`src/fts_defs.svh`:
```
// offsets, fields, reset values and timing counts of the fan tach block
`ifndef FTS_DEFS_SVH
`define FTS_DEFS_SVH

`define FTS_ADDR_TEST    8'h6F
`define FTS_ADDR_MODE    8'h74
`define FTS_ADDR_SPIN    8'h75

`define FTS_XEN_BIT      0
`define FTS_T1_LSB       0
`define FTS_T2_LSB       2
`define FTS_T34_LSB      4

`define FTS_MODE_RST     6'h00
`define FTS_SPIN_RST     3'h7
`define FTS_TEST_RST     1'b0
`define FTS_READ_NONE    8'h00

`define FTS_CLK_HZ       250000000
`define FTS_TICK_HZ      90000
`define FTS_TICK_DIV     (`FTS_CLK_HZ / `FTS_TICK_HZ)
`define FTS_REV_PULSES   2
`define FTS_COUNT_BAD    16'hFFFF
`define FTS_LIM(rpm)     16'((`FTS_TICK_HZ * 60) / (rpm))

`endif

```
`src/fts_pkg.sv`:
```
// types shared by the fan tach block
`default_nettype none
package fts_pkg;
   typedef enum logic [1:0] {
      FTS_WAIT = 2'b01,
      FTS_MEAS = 2'b10
   } fts_tach_st_t;
   typedef logic [1:0] fts_mode_t;
endpackage
`default_nettype wire

```
`src/fts_fan_tach_top.sv`:
```
// fan tach mode select, spin-up end control, test register and xor tree
`include "fts_defs.svh"
`default_nettype none
// Function
// - each tach input has four measurement modes at low pwm frequency
// - high pwm frequency forces mode 0 on every tach input
// - bits 5:4 set inputs three and four, 3:2 input two, 1:0 input one
// - every reading assumes two tach pulses per revolution
// - mode 00 counts plainly, may read falsely when too slow
// - mode 01 counts plainly, reads FFFFh when too slow
// - modes 10 and 11 compensate pwm, extend range, read FFFFh when slow
// - lowest detectable speed follows pwm frequency, per mode pair
// - mode register stays writable under lock, resets to 00h
// - with start clear, defaults of mode and spin-up registers act
// - spin-up mode bits 2:0 belong to pwm outputs three, two, one
// - bit clear ends spin-up only when programmed time elapses
// - bit set ends spin-up at fast tach reading or time, first wins
// - spin-up mode register ignores writes once lock is set
// - reads of undefined addresses return 00h
// - writes to undefined addresses change nothing, raise no error
// - setting test bit at 6Fh enters xor tree test mode
// - xor tree leaves out bus data and clock pins, order free
// - test bit is bit 0; writing zero leaves test mode
// - test register ignores writes once lock is set
module fts_fan_tach_top (
   input  wire logic        clk,
   input  wire logic        rst_n,
   input  wire logic [7:0]  reg_addr,
   input  wire logic        reg_wr,
   input  wire logic        reg_rd,
   input  wire logic [7:0]  reg_wdata,
   output logic      [7:0]  reg_rdata,
   input  wire logic        cfg_lock,
   input  wire logic        cfg_start,
   input  wire logic        pwm_high_freq,
   input  wire logic [2:0]  pwm_freq_sel,
   input  wire logic        fan_pulse_in_one,
   input  wire logic        fan_pulse_in_two,
   input  wire logic        fan_pulse_in_three,
   input  wire logic        fan_pulse_in_four,
   input  wire logic [2:0]  spinup_begin,
   input  wire logic [15:0] spinup_ticks_one,
   input  wire logic [15:0] spinup_ticks_two,
   input  wire logic [15:0] spinup_ticks_three,
   input  wire logic [15:0] tach_min_one,
   input  wire logic [15:0] tach_min_two,
   input  wire logic [15:0] tach_min_three,
   input  wire logic [15:0] tach_min_four,
   output logic      [15:0] tach_count_one,
   output logic      [15:0] tach_count_two,
   output logic      [15:0] tach_count_three,
   output logic      [15:0] tach_count_four,
   output logic      [2:0]  spinup_active,
   output logic      [2:0]  pwm_comp_req,
   output logic             xor_tree_enable,
   output logic             xor_tree_out
);
   import fts_pkg::*;

   // ***************************************
   // helpers
   // ***************************************
   // count ceiling from lowest speed
   function automatic logic [15:0] speed_limit(input logic ext, input logic [2:0] sel);
      logic [15:0] l;
      l = 16'h0000;
      unique case (sel)
         3'h0: l = ext ? `FTS_LIM(210) : `FTS_LIM(841);
         3'h1: l = ext ? `FTS_LIM(315) : `FTS_LIM(1262);
         3'h2: l = ext ? `FTS_LIM(420) : `FTS_LIM(1944);
         3'h3: l = ext ? `FTS_LIM(420) : `FTS_LIM(2523);
         3'h4: l = ext ? `FTS_LIM(420) : `FTS_LIM(3205);
         3'h5: l = ext ? `FTS_LIM(420) : `FTS_LIM(3953);
         3'h6: l = ext ? `FTS_LIM(420) : `FTS_LIM(5156);
         3'h7: l = ext ? `FTS_LIM(420) : `FTS_LIM(7906);
      endcase
      return l;
   endfunction

   function automatic fts_mode_t field_of(input logic [5:0] m, input int ch);
      fts_mode_t f;
      f = 2'b00;
      unique case (ch)
         0:       f = m[`FTS_T1_LSB +: 2];
         1:       f = m[`FTS_T2_LSB +: 2];
         default: f = m[`FTS_T34_LSB +: 2];
      endcase
      return f;
   endfunction

   // ***************************************
   // pin synchronisers and timebase
   // ***************************************
   logic [3:0]  pulse_s;
   logic [11:0] div_r, div_nxt;
   logic        tick_r, tick_nxt;

   fts_sync #(.W(4)) u_sync (
      .clk   (clk),
      .rst_n (rst_n),
      .d     ({fan_pulse_in_four, fan_pulse_in_three, fan_pulse_in_two, fan_pulse_in_one}),
      .q     (pulse_s)
   );

   always_comb begin
      tick_nxt = (div_r == 12'(`FTS_TICK_DIV - 1));
      div_nxt  = tick_nxt ? 12'h000 : div_r + 12'h001;
   end

   always_ff @(posedge clk or negedge rst_n) begin
      if (!rst_n) begin
         div_r  <= 12'h000;
         tick_r <= 1'b0;
      end else begin
         div_r  <= div_nxt;
         tick_r <= tick_nxt;
      end
   end

   // ***************************************
   // registers
   // ***************************************
   logic [5:0] mode_r, mode_nxt, mode_eff;
   logic [2:0] spin_r, spin_nxt, spin_eff;
   logic       xen_r, xen_nxt;
   logic [7:0] rdata_nxt;

   always_comb begin
      mode_nxt  = mode_r;
      spin_nxt  = spin_r;
      xen_nxt   = xen_r;
      rdata_nxt = reg_rdata;
      if (reg_wr) begin
         unique case (reg_addr)
            `FTS_ADDR_MODE: mode_nxt = reg_wdata[5:0];
            `FTS_ADDR_SPIN: if (!cfg_lock) spin_nxt = reg_wdata[2:0];
            `FTS_ADDR_TEST: if (!cfg_lock) xen_nxt = reg_wdata[`FTS_XEN_BIT];
            default: ;
         endcase
      end
      if (reg_rd) begin
         unique case (reg_addr)
            `FTS_ADDR_MODE: rdata_nxt = {2'b00, mode_r};
            `FTS_ADDR_SPIN: rdata_nxt = {5'b00000, spin_r};
            `FTS_ADDR_TEST: rdata_nxt = {7'h00, xen_r};
            default:        rdata_nxt = `FTS_READ_NONE;
         endcase
      end
   end

   always_ff @(posedge clk or negedge rst_n) begin
      if (!rst_n) begin
         mode_r    <= `FTS_MODE_RST;
         spin_r    <= `FTS_SPIN_RST;
         xen_r     <= `FTS_TEST_RST;
         reg_rdata <= 8'h00;
      end else begin
         mode_r    <= mode_nxt;
         spin_r    <= spin_nxt;
         xen_r     <= xen_nxt;
         reg_rdata <= rdata_nxt;
      end
   end

   assign mode_eff = (!cfg_start || pwm_high_freq) ? `FTS_MODE_RST : mode_r;
   assign spin_eff = cfg_start ? spin_r : `FTS_SPIN_RST;

   // ***************************************
   // tach channels
   // ***************************************
   logic [15:0] cnt_w [4];
   logic [3:0]  comp_w;
   fts_mode_t   chm [4];

   generate
      for (genvar i = 0; i < 4; i++) begin : g_ch
         assign chm[i] = field_of(mode_eff, i);
         fts_tach_chan u_ch (
            .clk     (clk),
            .rst_n   (rst_n),
            .tick    (tick_r),
            .pulse   (pulse_s[i]),
            .mode    (chm[i]),
            .limit   (speed_limit(chm[i][1], pwm_freq_sel)),
            .count_r (cnt_w[i]),
            .comp_r  (comp_w[i])
         );
      end
   endgenerate

   assign tach_count_one   = cnt_w[0];
   assign tach_count_two   = cnt_w[1];
   assign tach_count_three = cnt_w[2];
   assign tach_count_four  = cnt_w[3];

   // ***************************************
   // spin-up end control
   // ***************************************
   logic [2:0]  busy_nxt, fast, comp_nxt;
   logic [15:0] su_r [3];
   logic [15:0] su_nxt [3];
   logic [15:0] dur [3];
   logic        xor_nxt;

   assign dur[0] = spinup_ticks_one;
   assign dur[1] = spinup_ticks_two;
   assign dur[2] = spinup_ticks_three;
   assign fast[0] = cnt_w[0] < tach_min_one;
   assign fast[1] = cnt_w[1] < tach_min_two;
   assign fast[2] = (cnt_w[2] < tach_min_three) || (cnt_w[3] < tach_min_four);

   always_comb begin
      for (int i = 0; i < 3; i++) begin
         busy_nxt[i] = spinup_active[i];
         su_nxt[i]   = su_r[i];
         if (spinup_begin[i]) begin
            busy_nxt[i] = 1'b1;
            su_nxt[i]   = 16'h0000;
         end else if (spinup_active[i]) begin
            if (tick_r) su_nxt[i] = su_r[i] + 16'h0001;
            if (su_r[i] >= dur[i] || (spin_eff[i] && fast[i])) busy_nxt[i] = 1'b0;
         end
      end
      // output three serves inputs three and four
      comp_nxt = {comp_w[2] | comp_w[3], comp_w[1], comp_w[0]};
      // only block pins, no bus pins
      xor_nxt = ^{pulse_s, spinup_begin, cfg_lock, cfg_start, pwm_high_freq, pwm_freq_sel};
   end

   always_ff @(posedge clk or negedge rst_n) begin
      if (!rst_n) begin
         spinup_active   <= 3'h0;
         su_r            <= '{default: 16'h0000};
         pwm_comp_req    <= 3'h0;
         xor_tree_enable <= 1'b0;
         xor_tree_out    <= 1'b0;
      end else begin
         spinup_active   <= busy_nxt;
         su_r            <= su_nxt;
         pwm_comp_req    <= comp_nxt;
         xor_tree_enable <= xen_r;
         xor_tree_out    <= xen_r & xor_nxt;
      end
   end

   // ***************************************
   // checks
   // ***************************************
   a_mode_unlocked: assert property (@(posedge clk) disable iff (!rst_n)
      (reg_wr && reg_addr == 8'h74) |=> (mode_r == $past(reg_wdata[5:0])))
      else $error("mode write lost");

   a_spin_locked: assert property (@(posedge clk) disable iff (!rst_n)
      (reg_wr && reg_addr == 8'h75 && cfg_lock) |=> $stable(spin_r))
      else $error("locked spin-up write took effect");

   a_test_locked: assert property (@(posedge clk) disable iff (!rst_n)
      (reg_wr && reg_addr == 8'h6F && cfg_lock) |=> $stable(xen_r))
      else $error("locked test write took effect");

   a_xen_enter: assert property (@(posedge clk) disable iff (!rst_n)
      (reg_wr && reg_addr == 8'h6F && !cfg_lock) |=> ##1
      (xor_tree_enable == $past(reg_wdata[0], 2)))
      else $error("test mode not following write");

   a_undef_read: assert property (@(posedge clk) disable iff (!rst_n)
      (reg_rd && reg_addr != 8'h6F && reg_addr != 8'h74 && reg_addr != 8'h75)
      |=> (reg_rdata == 8'h00))
      else $error("undefined read not zero");

   a_undef_write: assert property (@(posedge clk) disable iff (!rst_n)
      (reg_wr && reg_addr != 8'h6F && reg_addr != 8'h74 && reg_addr != 8'h75)
      |=> ($stable(mode_r) && $stable(spin_r) && $stable(xen_r)))
      else $error("undefined write changed state");

   a_start_default: assert property (@(posedge clk) disable iff (!rst_n)
      !cfg_start |-> (mode_eff == 6'h00 && spin_eff == 3'h7))
      else $error("defaults not used before start");

   a_high_freq: assert property (@(posedge clk) disable iff (!rst_n)
      pwm_high_freq |-> (chm[0] == 2'b00 && chm[1] == 2'b00 && chm[2] == 2'b00))
      else $error("high range not forced to mode 0");

   a_pair_mode: assert property (@(posedge clk) disable iff (!rst_n)
      (chm[2] == chm[3]) && (chm[2] == mode_eff[5:4]) && (chm[0] == mode_eff[1:0]))
      else $error("mode fields mismatched");

   a_spin_early: assert property (@(posedge clk) disable iff (!rst_n)
      (spinup_active[0] && !spinup_begin[0] && spin_eff[0] && fast[0])
      |=> !spinup_active[0])
      else $error("spin-up not ended early");

   a_spin_hold: assert property (@(posedge clk) disable iff (!rst_n)
      (spinup_active[0] && !spinup_begin[0] && !spin_eff[0] && su_r[0] < spinup_ticks_one)
      |=> spinup_active[0])
      else $error("spin-up ended before time");
endmodule
`default_nettype wire

```
`src/fts_sync.sv`:
```
// two-flop synchroniser for pin inputs
`default_nettype none
module fts_sync #(
   parameter int W = 1
) (
   input  wire logic         clk,
   input  wire logic         rst_n,
   input  wire logic [W-1:0] d,
   output logic      [W-1:0] q
);
   logic [W-1:0] meta_r;

   always_ff @(posedge clk or negedge rst_n) begin
      // reset to the idle-high pin level, no false edge after reset
      if (!rst_n) begin
         meta_r <= '1;
         q      <= '1;
      end else begin
         meta_r <= d;
         q      <= meta_r;
      end
   end
endmodule
`default_nettype wire

```
`src/fts_tach_chan.sv`:
```
// one tach input: period of one fan revolution in timebase ticks
`include "fts_defs.svh"
`default_nettype none
module fts_tach_chan (
   input  wire logic              clk,
   input  wire logic              rst_n,
   input  wire logic              tick,
   input  wire logic              pulse,
   input  wire fts_pkg::fts_mode_t mode,
   input  wire logic [15:0]       limit,
   output logic      [15:0]       count_r,
   output logic                   comp_r
);
   import fts_pkg::*;

   fts_tach_st_t st_r, st_nxt;
   logic [15:0]  cnt_r, cnt_nxt, count_nxt;
   logic         ed_r, ed_nxt, prev_r, comp_nxt, rise;

   assign rise = pulse & ~prev_r;

   always_comb begin
      st_nxt    = st_r;
      cnt_nxt   = cnt_r;
      ed_nxt    = ed_r;
      count_nxt = count_r;
      unique case (st_r)
         FTS_WAIT: begin
            if (rise) begin
               st_nxt  = FTS_MEAS;
               cnt_nxt = 16'h0000;
               ed_nxt  = 1'b0;
            end
         end
         FTS_MEAS: begin
            if (tick) begin
               cnt_nxt = cnt_r + 16'h0001;
            end
            if (rise) begin
               ed_nxt = ~ed_r;
               if (ed_r) begin
                  count_nxt = cnt_r;
                  cnt_nxt   = 16'h0000;
               end
            end else if (mode != 2'b00 && cnt_r >= limit) begin
               count_nxt = `FTS_COUNT_BAD;
               st_nxt    = FTS_WAIT;
            end
            // mode 0 just wraps, reading may be false
         end
         default: st_nxt = FTS_WAIT;
      endcase
      // drive hold, whole period or second half only
      comp_nxt = (st_r == FTS_MEAS) && (mode == 2'b10 || (mode == 2'b11 && ed_r));
   end

   always_ff @(posedge clk or negedge rst_n) begin
      if (!rst_n) begin
         st_r    <= FTS_WAIT;
         cnt_r   <= 16'h0000;
         ed_r    <= 1'b0;
         prev_r  <= 1'b1;
         count_r <= 16'h0000;
         comp_r  <= 1'b0;
      end else begin
         st_r    <= st_nxt;
         cnt_r   <= cnt_nxt;
         ed_r    <= ed_nxt;
         prev_r  <= pulse;
         count_r <= count_nxt;
         comp_r  <= comp_nxt;
      end
   end

   a_slow_invalid: assert property (@(posedge clk) disable iff (!rst_n)
      (st_r == FTS_MEAS && !rise && mode != 2'b00 && cnt_r >= limit)
      |=> (count_r == 16'hFFFF && st_r == FTS_WAIT))
      else $error("slow fan did not read all ones");

   a_rev_result: assert property (@(posedge clk) disable iff (!rst_n)
      (st_r == FTS_MEAS && rise && ed_r) |=> (count_r == $past(cnt_r)))
      else $error("revolution count not reported");
endmodule
`default_nettype wire

```
`config.mk`:
```
export PLATFORM = sky130hd
export DESIGN_NAME = fts_fan_tach_top
export DESIGN_NICKNAME = d
export VERILOG_FILES = /design/src/fts_pkg.sv /design/src/fts_fan_tach_top.sv /design/src/fts_sync.sv /design/src/fts_tach_chan.sv
export VERILOG_INCLUDE_DIRS = /design/src
export SDC_FILE = /design/constraint.sdc
export NUM_CORES = 1
export LEC_CHECK = 0
export ABC_AREA = 0
export BUFFER_PORTS_ARGS = -buffer_cell sky130_fd_sc_hd__buf_2
export CAP_MARGIN = 5
export CORE_UTILIZATION = 35
export CTS_CLUSTER_DIAMETER = 100
export DETAILED_ROUTE_END_ITERATION = 6
export PLACE_DENSITY = 0.57
export SLEW_MARGIN = 10
export SYNTH_ARGS = -nofsm -noshare
export SYNTH_HDL_FRONTEND = slang
export SYNTH_SLANG_ARGS = --single-unit
```
`constraint.sdc`:
```
create_clock -name clk -period 7.45 [get_ports clk]
set_input_delay 0.745 -clock clk [delete_from_list [all_inputs] [get_ports clk]]
set_output_delay 0.745 -clock clk [all_outputs]
set_load 0.1 [all_outputs]
```
Word-level counts from Yosys, hierarchy flattened
Cells that the tools add are included.

Multiplexer cells: 109. Order comparisons: 11. Eq/ne operators: 45. $add $sub $neg: 8. Bitwise logic cells: 15. Reduce and logical (&&, ||, !) cells: 66.

Operators with widths (count): 2-to-1 mux 16 bit (37); one-hot mux 16 bit (8 select lines) (3); 2-to-1 mux 14 bit (18); one-hot mux 16 bit (2 select lines) (4); adder 16 x 1 -> 16 bit, second input constant (7); >= comparator 16 bit (7); 2-to-1 mux 15 bit (6); < comparator 16 bit (4); AND reduction 3 bit (14); nonzero test 2 bit (17); != test 2 x 1 -> 1 bit, second input constant (16); equality test 8 x 7 -> 1 bit, second input constant (3); 2-to-1 mux 2 bit (12); equality test 2 bit, second input constant (10); one-hot mux 6 bit (3 select lines) (1); 2-to-1 mux 1 bit (17); one-hot mux 2 bit (2 select lines) (4); AND reduction 2 bit (8); logical AND 1 bit (15); parity 13 bit (1); adder 12 x 1 -> 12 bit, second input constant (1); equality test 12 bit, second input constant (1); equality test 3 bit, second input constant (4); 2-to-1 mux 12 bit (1); 13 further kinds (43).

Register bits: 243. Word-level logic and storage cells: 293.

Logic depth before layout (Yosys ltp)
Gate-level depths: netlist of run 1.

Depth after elaboration: 10. Gate-level depth with buffers: 16.

Hierarchy
From an unflattened synthesis of run 1, not the netlist that was laid out.

Cells, all modules: 1902. Area, all modules: 16418.2 um^2.

Modules (own cells, without submodules): fts_fan_tach_top (cells an instance 913, area an instance 7465.9 um^2, times used 1); fts_tach_chan (g_ch[0].u_ch ...) (cells an instance 245, area an instance 2203.4 um^2, times used 3); fts_tach_chan (g_ch[3].u_ch) (cells an instance 246, area an instance 2132.0 um^2, times used 1); fts_sync (cells an instance 8, area an instance 210.2 um^2, times used 1).

Worst setup path before layout of run 1
Ideal clock, no wire load.

Path type: input-to-reg. Start: input pwm_freq_sel[0]. End: register g_ch[2].u_ch.count_r[10]. Required time: 7.329 ns. Arrival: 3.737 ns. Stages on the path: 14. Buffers on the path: 3. Slack: 3.591 ns. Library setup time: 0.121 ns. Path through: ha_1 > clkbuf_1 > nor2_1 > clkbuf_1 > nand2_1 > a21oi_1 > ha_1 > and4_1 > a2111oi_0 > nand2_1 > a221oi_2 > a211oi_4 > buf_4 > o22a_1.

Longest elaborated chain between the ends: 6. Elaborated cells between the ends (all ways): 13. Those cells by class: order compare: 1; eq/ne: 7; mux: 1; reduce/logical: 4.

Ends and longest elaborated chain: start: declaration (RTL line fts_fan_tach_top.sv:36) `input wire logic [2:0] pwm_freq_sel,`; equality test 3 bit (tied with other cells) (RTL line fts_fan_tach_top.sv:67) `unique case (sel)`; one-hot mux 16 bit (8 select lines) * (RTL line fts_fan_tach_top.sv:67); >= comparator 16 bit * (RTL line fts_tach_chan.sv:45) `end else if (mode != 2'b00 && cnt_r >= limit) begin`; logical AND 1 bit * (RTL line fts_tach_chan.sv:45); nonzero test 2 bit (no line) *; AND reduction 3 bit (no line) *; end signal: assignment (RTL line fts_tach_chan.sv:70) `count_r <= count_nxt;`; end: declaration (RTL line fts_tach_chan.sv:11) `output logic [15:0] count_r,`.

Every way passes the cells marked *; elsewhere a longest branch is shown, timed or not. The select of a mux whose other input is x is not followed. A chain may end at the register's enable or synchronous reset.

Worst setup path after layout of run 1
Start: input pwm_freq_sel[0]. End: register g_ch[2].u_ch.count_r[7].

Same word-level chain as after synthesis.

==> results.sh, run 1 <==
export IMPL_die_y_um=214
export IMPL_drc=0
export IMPL_finalCritPeriodShare_pct=58.9
export IMPL_synth_async_sr_flop_share_pct=100
export IMPL_max_freq_ghz=0.228
export IMPL_ys_types=74
export IMPL_drive_above_1_share_pct=16.3
export IMPL_cts_setup_buffers=0
export IMPL_cp_data_arrival_time_ps=4830
export IMPL_synth_edf_count=0
export IMPL_port_buffer_count=220
export IMPL_cts_tree="yes"
export IMPL_die_x_um=214
export IMPL_use_met3_pct=2.94
export IMPL_p_total_mw=3.90
export IMPL_placed_cell_area_mm2=0.0173
export IMPL_design_core_area_mm2=0.0442
export IMPL_setup_violations_final=0
export IMPL_r2r_end="g_ch[2].u_ch.count_r[7]"
export IMPL_power_density_mw_per_mm2=213
export IMPL_finalCriticalPeriod_ps=4390
export IMPL_grt_pass1_vias=12400
export IMPL_cts_sinks=241
export IMPL_routed_wl_um=40100
export IMPL_worstPathRequired_ps=7900
export IMPL_final_hold_violation_count=0
export IMPL_drtIter0Drc=810
export IMPL_crit_type="in2reg"
export IMPL_ff2ff_path_depth=10
export IMPL_p_leak_nw=9.23
export IMPL_post_drt_wl_per_cell_um=15.8
export IMPL_tightest_slew_ps=1130
export IMPL_use_met1_pct=24.7
export IMPL_root_buffer="clkbuf_16"
export IMPL_num_rows=77
export IMPL_routed_via_density=5.15
export IMPL_maxSlewHeadroom_pct=24.6
export IMPL_crit_path_cell_trace="buf_2, inv_1, ha_1, nor2_1, nand2_1, a21oi_1, ha_1, and4_1, a2111oi_0, nand2_1, a221oi_2, a211oi_4, o22a_1"
export IMPL_synth_flop_cell="dfrtp_1"
export IMPL_place_congestion=0.876
export IMPL_initial_core_util_pct=35.5
export IMPL_start_kind="primary input"
export IMPL_area_growth_pct=16.9
export IMPL_syn_area_mm2=0.0157
export IMPL_hold_slack_ps=274
export IMPL_endpoint_kind="flop"
export IMPL_setup_tns_final_ps=0
export IMPL_drt_first_pass_iters=5
export IMPL_grtUsageMet2_pct=27.8
export IMPL_syn_inst=1729
export IMPL_status="finished clean"
export IMPL_gr_usage_all_layers_pct=17.5
export IMPL_fin_skew_ps=25.0
export IMPL_cap_violations=0
export IMPL_fin_nets=2257
export IMPL_grt_max_degree=115
export IMPL_cts_buffer_depth=3
export IMPL_cts_buffers=29
export IMPL_worstSkewPairLatency_ps=570
export IMPL_postSynthAreaPerCell_um2=9.08
export IMPL_cts_resized=0
export IMPL_hp_class="in2async"
export IMPL_clk_pin_slew_ps=60
export IMPL_antenna_found_initial=5
export IMPL_yosysSeqAreaShare_pct=38.6
export IMPL_cts_max_level=1
export IMPL_vias=13100
export IMPL_postRouteAntennaNets=0
export IMPL_hpwlAfterDp_um=30500
export IMPL_final_common_cell="dfrtp_1"
export IMPL_peakVddDrop_mv=0.158
export IMPL_stdcell_area_mm2=0.0184
export IMPL_grt_overflow_total=0
export IMPL_rsz0062_at_grt="no"
export IMPL_grt_busiest_layer="met2"
export IMPL_dieArea_mm2=0.0457
export IMPL_path_max_fanout=18
export IMPL_r2r_start="mode_r[5]"
export IMPL_ys_seq_elements=241
export IMPL_maxSlewViolCount=0
export IMPL_crit_slowest_cell="nor2_1"
export IMPL_ys_warn_count=0
export IMPL_io_pins=225
export IMPL_cts_hold_buffers_added=0
export IMPL_grt_pass1_wl_um=64500
export IMPL_mostFrequentLayoutCells="dfrtp_1 (222), buf_2 (219), nor2_1 (199)"
export IMPL_rrSetupSlack_ps=3720
export IMPL_cpPeakStageDelay_ps=760
-- state kept, by name, indices dropped and copies added, names as in the netlist, 6 cells and up --
register	cells
g_ch.u_ch.count_r	64
div_r	12
mode_r	6
su_r	48
g_ch.u_ch.st_r	8
g_ch.u_ch.cnt_r	64
reg_rdata	6
-- metrics by stage --
step	instances	worst slack (ps)	util [%]
2_1_floorplan	1730	3590	-
3_3_place_gp	2486	2640	39.2
3_5_place_dp	2486	2550	39.2
4_1_cts	2539	3180	41.5
5_1_grt	2540	2660	41.5
6_report	2542	3060	41.5
-- worst max-delay path by stage --
stage / slack (ps) / to / cells past startpoint / startpoint
finish: 3060 / g_ch[2].u_ch.count_r[7] / 13 / pwm_freq_sel[0]
global route: 2660 / g_ch[2].u_ch.count_r[8] / 13 / pwm_freq_sel[0]
CTS: 3180 / g_ch[2].u_ch.count_r[7] / 13 / pwm_freq_sel[0]
detailed placement: 2550 / g_ch[2].u_ch.count_r[7] / 13 / pwm_freq_sel[0]
global placement: 2640 / g_ch[2].u_ch.count_r[2] / 14 / pwm_freq_sel[0]
floorplan: 3590 / g_ch[2].u_ch.count_r[10] / 14 / pwm_freq_sel[0]
-- final cells by class --
type,instances,area [um2]
diodes,3,7.51
clock buffers,38,820
clock inverters,15,191
fillers,4362,25900
inverters,148,556
multi-input cells,1281,8840
flip-flops and latches,241,6050
well taps,592,741
repair buffers,224,1140
-- critical path: cells and delay by family --
| kind | cells | cell delay (ps) |
|---|---|---|
| simple gates | 4 | 1320 |
| fa+ha+maj | 2 | 740 |
| compound gates | 5 | 1850 |
| buf+inv | 2 | 170 |
-- synthesized netlist by cell type, drive strengths merged (12+ instances only) --
cell | count | share of area (%)
ha | 187 | 15
o22a | 50 | 2.8
nand2 | 122 | 2.9
and3 | 15 | 0.60
o21ai | 82 | 2.6
a21oi | 122 | 4.0
nor2 | 199 | 4.8
dfstp | 19 | 3.2
nand2b | 16 | 0.64
nand3 | 60 | 1.9
inv | 148 | 3.5
a21o | 24 | 1.1
nor2b | 18 | 0.72
o22ai | 12 | 0.48
nand4 | 47 | 1.9
xnor2 | 34 | 1.9
clkbuf | 46 | 1.1
dfrtp | 222 | 35
o211ai | 13 | 0.62
nor3 | 31 | 0.99
a211oi | 22 | 1.2
xor2 | 69 | 3.8
buf | 14 | 0.55
-- cell families (layout without fill, tap and decap cells) --
logic type      count (synthesis)  count (layout)  share of synthesized area, %
compound gates                396             396                          16.7
xor+xnor                      103             103                          5.75
fa+ha+maj                     187             187                          14.9
buf+inv                       208             425                          5.19
flops                         241             241                          38.6
mux                            19              19                          1.29
other cells                     1               5                        0.0239
simple gates                  574             574                          17.6
-- power breakdown --
group / internal (mW) / switching (mW) / leakage (nW) / total [mW]
combinational: 0.257 / 0.690 / 5.54 / 0.947
clock: 0.911 / 0.578 / 0.497 / 1.49
sequential: 1.39 / 0.0749 / 3.19 / 1.47
-- routing by layer --
metal | wire (um) | up-vias | part of all wire, %
met3 | 1830 | 59 | 4.6
met1 | 19300 | 6210 | 48
li1 | - | 6558 | -
met4 | 927 | 4 | 2.3
met2 | 18000 | 262 | 45
met5 | 30 | - | 0.075
(Power assumes the default switching activity.)
==> run 2, diff against run 1 <==
ABC_AREA = 1   (was 0)
clock period = 4.35 ns   (was 7.45 ns; I/O delays follow)
==> results.sh, run 2 <==
export IMPL_status="finished clean"
export IMPL_path_max_fanout=17
export IMPL_synth_flop_cell="dfrtp_1"
export IMPL_cts_tree="yes"
export IMPL_postSynthAreaPerCell_um2=7.61
export IMPL_diodes=0
export IMPL_num_rows=78
export IMPL_dieArea_mm2=0.0469
export IMPL_crit_slowest_cell="dfrtp_1"
export IMPL_cpPeakStageDelay_ps=430
export IMPL_finalCriticalPeriod_ps=3190
export IMPL_tightest_slew_ps=821
export IMPL_ys_warn_count=0
export IMPL_switching_share_pct=48.1
export IMPL_routed_via_density=4.82
export IMPL_cp_num_buf_inv=1
export IMPL_place_congestion=0.854
export IMPL_grt_overflow_total=0
export IMPL_cts_setup_buffers=0
export IMPL_synth_top_cell_area_share_pct=34.4
export IMPL_finalCritPeriodShare_pct=73.4
export IMPL_vias=14300
export IMPL_pwr_share_seq_pct=31.6
export IMPL_intPower_mw=4.75
export IMPL_cap_violations=0
export IMPL_yosysSeqAreaShare_pct=37.5
export IMPL_drtIter0Drc=876
export IMPL_p_switching_mw=4.41
export IMPL_stdcell_area_mm2=0.0189
export IMPL_p_total_mw=9.16
export IMPL_p_leak_nw=10.2
export IMPL_post_drt_wl_per_cell_um=14.0
export IMPL_cp_top_family="simple AND/OR/NAND/NOR gates"
export IMPL_p_clk_share_pct=25.2
export IMPL_drt_first_pass_iters=6
export IMPL_crit_type="reg2reg"
export IMPL_root_buffer="clkbuf_16"
export IMPL_peakVddDrop_mv=0.356
export IMPL_hpwlAfterDp_um=32900
export IMPL_syn_inst=2118
export IMPL_synth_top_cell_by_area="dfrtp_1"
export IMPL_die_x_um=217
export IMPL_final_common_cell="nand2_1"
export IMPL_ys_top_cells_by_area="dfrtp_1 (34%), ha_1 (15%), nand2_1 (9.3%)"
export IMPL_synth_edf_count=0
export IMPL_antenna_found_initial=3
export IMPL_clk_pin_slew_ps=60
export IMPL_mostFrequentLayoutCells="nand2_1 (400), inv_1 (377), dfrtp_1 (222)"
export IMPL_routed_wl_um=41600
export IMPL_grt_max_degree=107
export IMPL_area_growth_pct=16.9
export IMPL_postRouteAntennaNets=0
export IMPL_grt_pass1_wl_um=69600
export IMPL_fin_util_pct=41.6
export IMPL_gr_usage_all_layers_pct=18.0
export IMPL_endpoint_kind="flop"
export IMPL_crit_path_cell_trace="nand3_2, o21ai_0, nand2_1, o21ai_0, ha_1, o21ai_0, nand2_1, o21ai_0, inv_1, nand2_1, nand2_1, nand2_1, nand2_1, nand2_1, nand2_1, nand2_2, nand2_4, nand2_4, nand2_1, nand2_1"
export IMPL_ys_types=53
export IMPL_cp_data_arrival_time_ps=3670
export IMPL_fin_skew_ps=21.4
export IMPL_fin_nets=2683
export IMPL_cts_buffers=28
export IMPL_io_pins=225
export IMPL_cts_max_level=1
export IMPL_setup_violations_final=0
export IMPL_port_buffer_count=220
export IMPL_worstSkewPairLatency_ps=560
export IMPL_cts_resized=0
export IMPL_maxSlewHeadroom_pct=45.3
export IMPL_initial_core_util_pct=35.5
export IMPL_power_density_mw_per_mm2=485
export IMPL_ys_seq_elements=241
export IMPL_die_y_um=217
export IMPL_hold_slack_ps=115
export IMPL_worstPathRequired_ps=4830
export IMPL_crit_top_cell="nand2_1"
export IMPL_hp_class="in2reg"
export IMPL_grt_pass1_vias=14200
export IMPL_design_core_area_mm2=0.0454
export IMPL_rsz0062_at_grt="no"
export IMPL_yosysMostFrequentCell="nand2_1"
export IMPL_maxSlewViolCount=0
export IMPL_start_kind="flop"
export IMPL_placed_cell_area_mm2=0.0179
export IMPL_drc=0
export IMPL_ys_top_cells_by_count="nand2_1 (400), inv_1 (377), dfrtp_1 (222)"
export IMPL_drive_above_1_share_pct=14.4
export IMPL_max_freq_ghz=0.313
export IMPL_synth_async_sr_flop_share_pct=100
export IMPL_top_regs="g_ch.u_ch.cnt_r x64, g_ch.u_ch.count_r x64, su_r x48"
export IMPL_cts_buffer_depth=3
export IMPL_cts_hold_buffers_added=5
export IMPL_setup_tns_final_ps=0
export IMPL_syn_area_mm2=0.0161
export IMPL_cts_sinks=241
export IMPL_final_hold_violation_count=0
export IMPL_combPwrFrac_pct=43.2
run 2: cell types whose count changed in the layout (fill, tap and decap cells not counted), sizes merged, moves of 50 or more:
| cell | before | now |
|---|---|---|
| inv | 149 | 380 |
| nand2 | 122 | 422 |
| nand3 | 60 | 110 |
| o21ai | 82 | 164 |
| o22a | 50 | 0 |
| xor2 | 69 | 18 |
run 2: stage by stage:
stage | cells | worst slack (ps)
after floorplan | 2119 | 1090
after global placement | 2916 | 674
after detailed placement | 2916 | 659
after CTS | 2973 | 1110
after global routing | 2973 | 739
final | 2973 | 1160
run 2: cells by family after synthesis:
family / after synthesis / synth area share [%]
AOI/OAI and AO/OA: 398 / 13.4
buffers and inverters: 415 / 9.93
DFF: 241 / 37.5
adders and majority gates: 187 / 14.5
and+or+nand+nor: 852 / 23.2
muxes: 2 / 0.140
xor gates and xnor gates: 22 / 1.19
other: 1 / 0.0233
run 2: layout make-up:
cell class	count	area (um2)
Inverter	383	1440
Clock inverter	9	83.8
Tap cell	600	751
Multi-Input combinational cell	1463	8470
Clock buffer	43	817
Sequential cell	241	6050
Fill cell	4695	26500
Timing Repair Buffer	234	1240
run 2: per-layer routing:
layer | GRT usage [%] | vias up | share of wire, %
met1 | 24.9 | 6592 | 49
met2 | 29.9 | 272 | 45
met5 | 0 | - | 0.089
met4 | 3.22 | 6 | 1.1
met3 | 2.37 | 42 | 4.6
li1 | - | 7430 | -
run 2: final timing paths:
path | start | end | slack, ps | depth (start not counted)
max | mode_r[5] | g_ch[2].u_ch.count_r[3] | 1160 | 20
min | reg_wdata[5] | mode_r[5] | 120 | 2
max reg2reg | mode_r[5] | g_ch[2].u_ch.count_r[3] | 1160 | 20
min reg2reg | g_ch[0].u_ch.comp_r | pwm_comp_req[0] | 350 | 0
max in group asynchronous | rst_n | g_ch[1].u_ch.st_r[0] | 2840 | 3
min in group asynchronous | rst_n | g_ch[2].u_ch.count_r[3] | 550 | 2
run 2: power by group through the flow:
stage / Combinational, mW / Clock, mW / Sequential [mW]
finish: 3.96 / 2.30 / 2.90
global route: 4.29 / 2.47 / 2.95
CTS: 3.98 / 2.39 / 2.91
detailed placement: 3.97 / 0 / 2.95
global placement: 3.91 / 0 / 2.94
floorplan: 1.31 / 0 / 4.72
==> run 3, diff against run 2 <==
PLACE_DENSITY = 0.59   (was 0.57)
clock period = 2.6 ns   (was 4.35 ns; I/O delays follow)
==> results.sh, run 3 (synthesized netlist as in run 2, its figures left out) <==
export IMPL_status="finished, violations left"
export IMPL_violations="negative setup slack"
export IMPL_finalCriticalPeriod_ps=2670
export IMPL_final_hold_violation_count=0
export IMPL_grt_overflow_total=0
export IMPL_cts_max_level=1
export IMPL_die_y_um=217
export IMPL_finalWorstSetupSlack_ps=-67.5
export IMPL_tightest_slew_ps=657
export IMPL_use_met3_pct=1.73
export IMPL_p_leak_nw=11.2
export IMPL_grt_max_degree=74
export IMPL_setup_tns_final_ps=-1650
export IMPL_grt_busiest_layer="met2"
export IMPL_place_congestion=0.880
export IMPL_cts_buffer_depth=3
export IMPL_gr_usage_all_layers_pct=18.2
export IMPL_vias=15200
export IMPL_mostFrequentLayoutCells="inv_1 (361), nand2_1 (349), dfrtp_1 (222)"
export IMPL_diodes=0
export IMPL_post_place_ws_ps=-580
export IMPL_setup_violations_final=42
export IMPL_crit_type="reg2reg"
export IMPL_fin_util_pct=46.6
export IMPL_top_regs="g_ch.u_ch.cnt_r x64, g_ch.u_ch.count_r x64, su_r x48"
export IMPL_power_density_mw_per_mm2=771
export IMPL_start_kind="flop"
export IMPL_max_freq_ghz=0.375
export IMPL_die_x_um=217
export IMPL_placed_cell_area_mm2=0.0188
export IMPL_drive_above_1_share_pct=26.0
export IMPL_cp_data_arrival_time_ps=3110
export IMPL_num_rows=78
export IMPL_stdcell_area_mm2=0.0212
export IMPL_worstPathRequired_ps=3040
export IMPL_area_growth_pct=31.2
export IMPL_drc=0
export IMPL_cts_sinks=241
export IMPL_p_total_mw=16.3
export IMPL_cts_tree="yes"
export IMPL_hp_class="in2reg"
export IMPL_dieArea_mm2=0.0469
export IMPL_cts_buffers=30
export IMPL_root_buffer="clkbuf_16"
export IMPL_peakVddDrop_mv=0.942
export IMPL_design_core_area_mm2=0.0454
export IMPL_path_max_fanout=8
export IMPL_grtUsageMet2_pct=29.9
export IMPL_post_drt_wl_per_cell_um=14.2
export IMPL_finalCritPeriodShare_pct=103
export IMPL_use_met1_pct=25.6
export IMPL_postRouteAntennaNets=0
export IMPL_maxSlewViolCount=0
export IMPL_grt_pass1_wl_um=70500
export IMPL_fin_skew_ps=11.0
export IMPL_rsz0062_at_grt="yes"
export IMPL_clk_pin_slew_ps=50
export IMPL_final_common_cell="inv_1"
export IMPL_port_buffer_count=220
export IMPL_maxSlewHeadroom_pct=55.8
export IMPL_drt_first_pass_iters=5
export IMPL_initial_core_util_pct=35.5
export IMPL_endpoint_kind="flop"
export IMPL_worstSkewPairLatency_ps=560
export IMPL_fin_nets=2816
export IMPL_io_pins=225
export IMPL_hpwlAfterDp_um=33400
export IMPL_routed_via_density=4.89
export IMPL_drtIter0Drc=983
export IMPL_antenna_found_initial=3
export IMPL_routed_wl_um=44000
export IMPL_grt_pass1_vias=14300
export IMPL_cap_violations=0
==> run 3: changes by cell type in the layout (fill, tap and decap cells not counted), moves of 16 or more <==
cell / before / now
buf_4: 8 / 107
inv_1: 377 / 361
nand2_1: 400 / 349
nand2_2: 18 / 51
nand2_4: 4 / 21
nand3_1: 107 / 75
nand3_2: 1 / 31
o21ai_0: 162 / 112
o21ai_1: 2 / 23
o21ai_2: 0 / 29
==> run 3: critical path: stages, from the launching register on <==
cell and delay [ps]:
dfrtp_1 350, inv_2 50, nor2_4 140, clkinv_4 120, nand2_4 90, nor2_4 50
a2111oi_4 310, ha_1 280, nand4_1 170, inv_1 90, a211oi_2 200, nand3_2 100
nand2_2 90, o21ai_2 60, nand2_2 110, buf_6 140, buf_16 140, o21ai_2 50
==> run 3: path summary, 6_finish.rpt <==
path                                startpoint                       end  slack [ps]  cells after the start
hold / removal                 spinup_begin[2]                   su_r[4]          30                      2
hold reg to reg            g_ch[0].u_ch.comp_r           pwm_comp_req[0]         350                      0
setup reg to reg                     mode_r[1]   g_ch[0].u_ch.count_r[9]         -70                     17
max in group asynchronous                rst_n               u_sync.q[2]        1480                      3
min in group asynchronous                rst_n  g_ch[3].u_ch.count_r[13]         290                      2
setup / recovery                     mode_r[1]   g_ch[0].u_ch.count_r[9]         -70                     17
==> run 3: repair_timing <==
action / in CTS / in global routing
setup buffers: 12 / 11
endpoints found under the setup margin: 68 / 75
gates cloned: 3 / 6
hold buffers: 15 / 0
pin swaps: 15 / 79
hold endpoints to repair: 87 / 0
resized for setup: 48 / 176
==> run 3: cell type report <==
class	instances	area, um2
multi-input combinational	1464	9420
sequential	241	6050
clock inverter	10	106
fill	4452	24200
timing repair buffer	364	2480
tap	600	751
inverter	383	1470
clock buffer	43	881
==> run 3: power breakdown <==
part | total [mW] | internal [mW] | switching (mW)
clock network | 4.17 | 2.53 | 1.64
logic | 7.27 | 1.76 | 5.51
registers | 4.87 | 4.32 | 0.557
total | 16.3 | 8.60 | 7.71
==> run 3: through the flow <==
| step | cells | hold slack (ps) |
|---|---|---|
| after floorplan | 2119 | -35.6 |
| after global placement | 3008 | 291 |
| after detailed placement | 3008 | 299 |
| after CTS | 3090 | 9.39 |
| after global routing | 3105 | 33.7 |
| final | 3105 | 33.9 |
==> run 3: per-layer routing <==
metal | vias to the layer above | wire, um
met5 | - | 14
met4 | 2 | 687
met3 | 58 | 1900
met2 | 323 | 20400
met1 | 7087 | 21000
li1 | 7705 | -
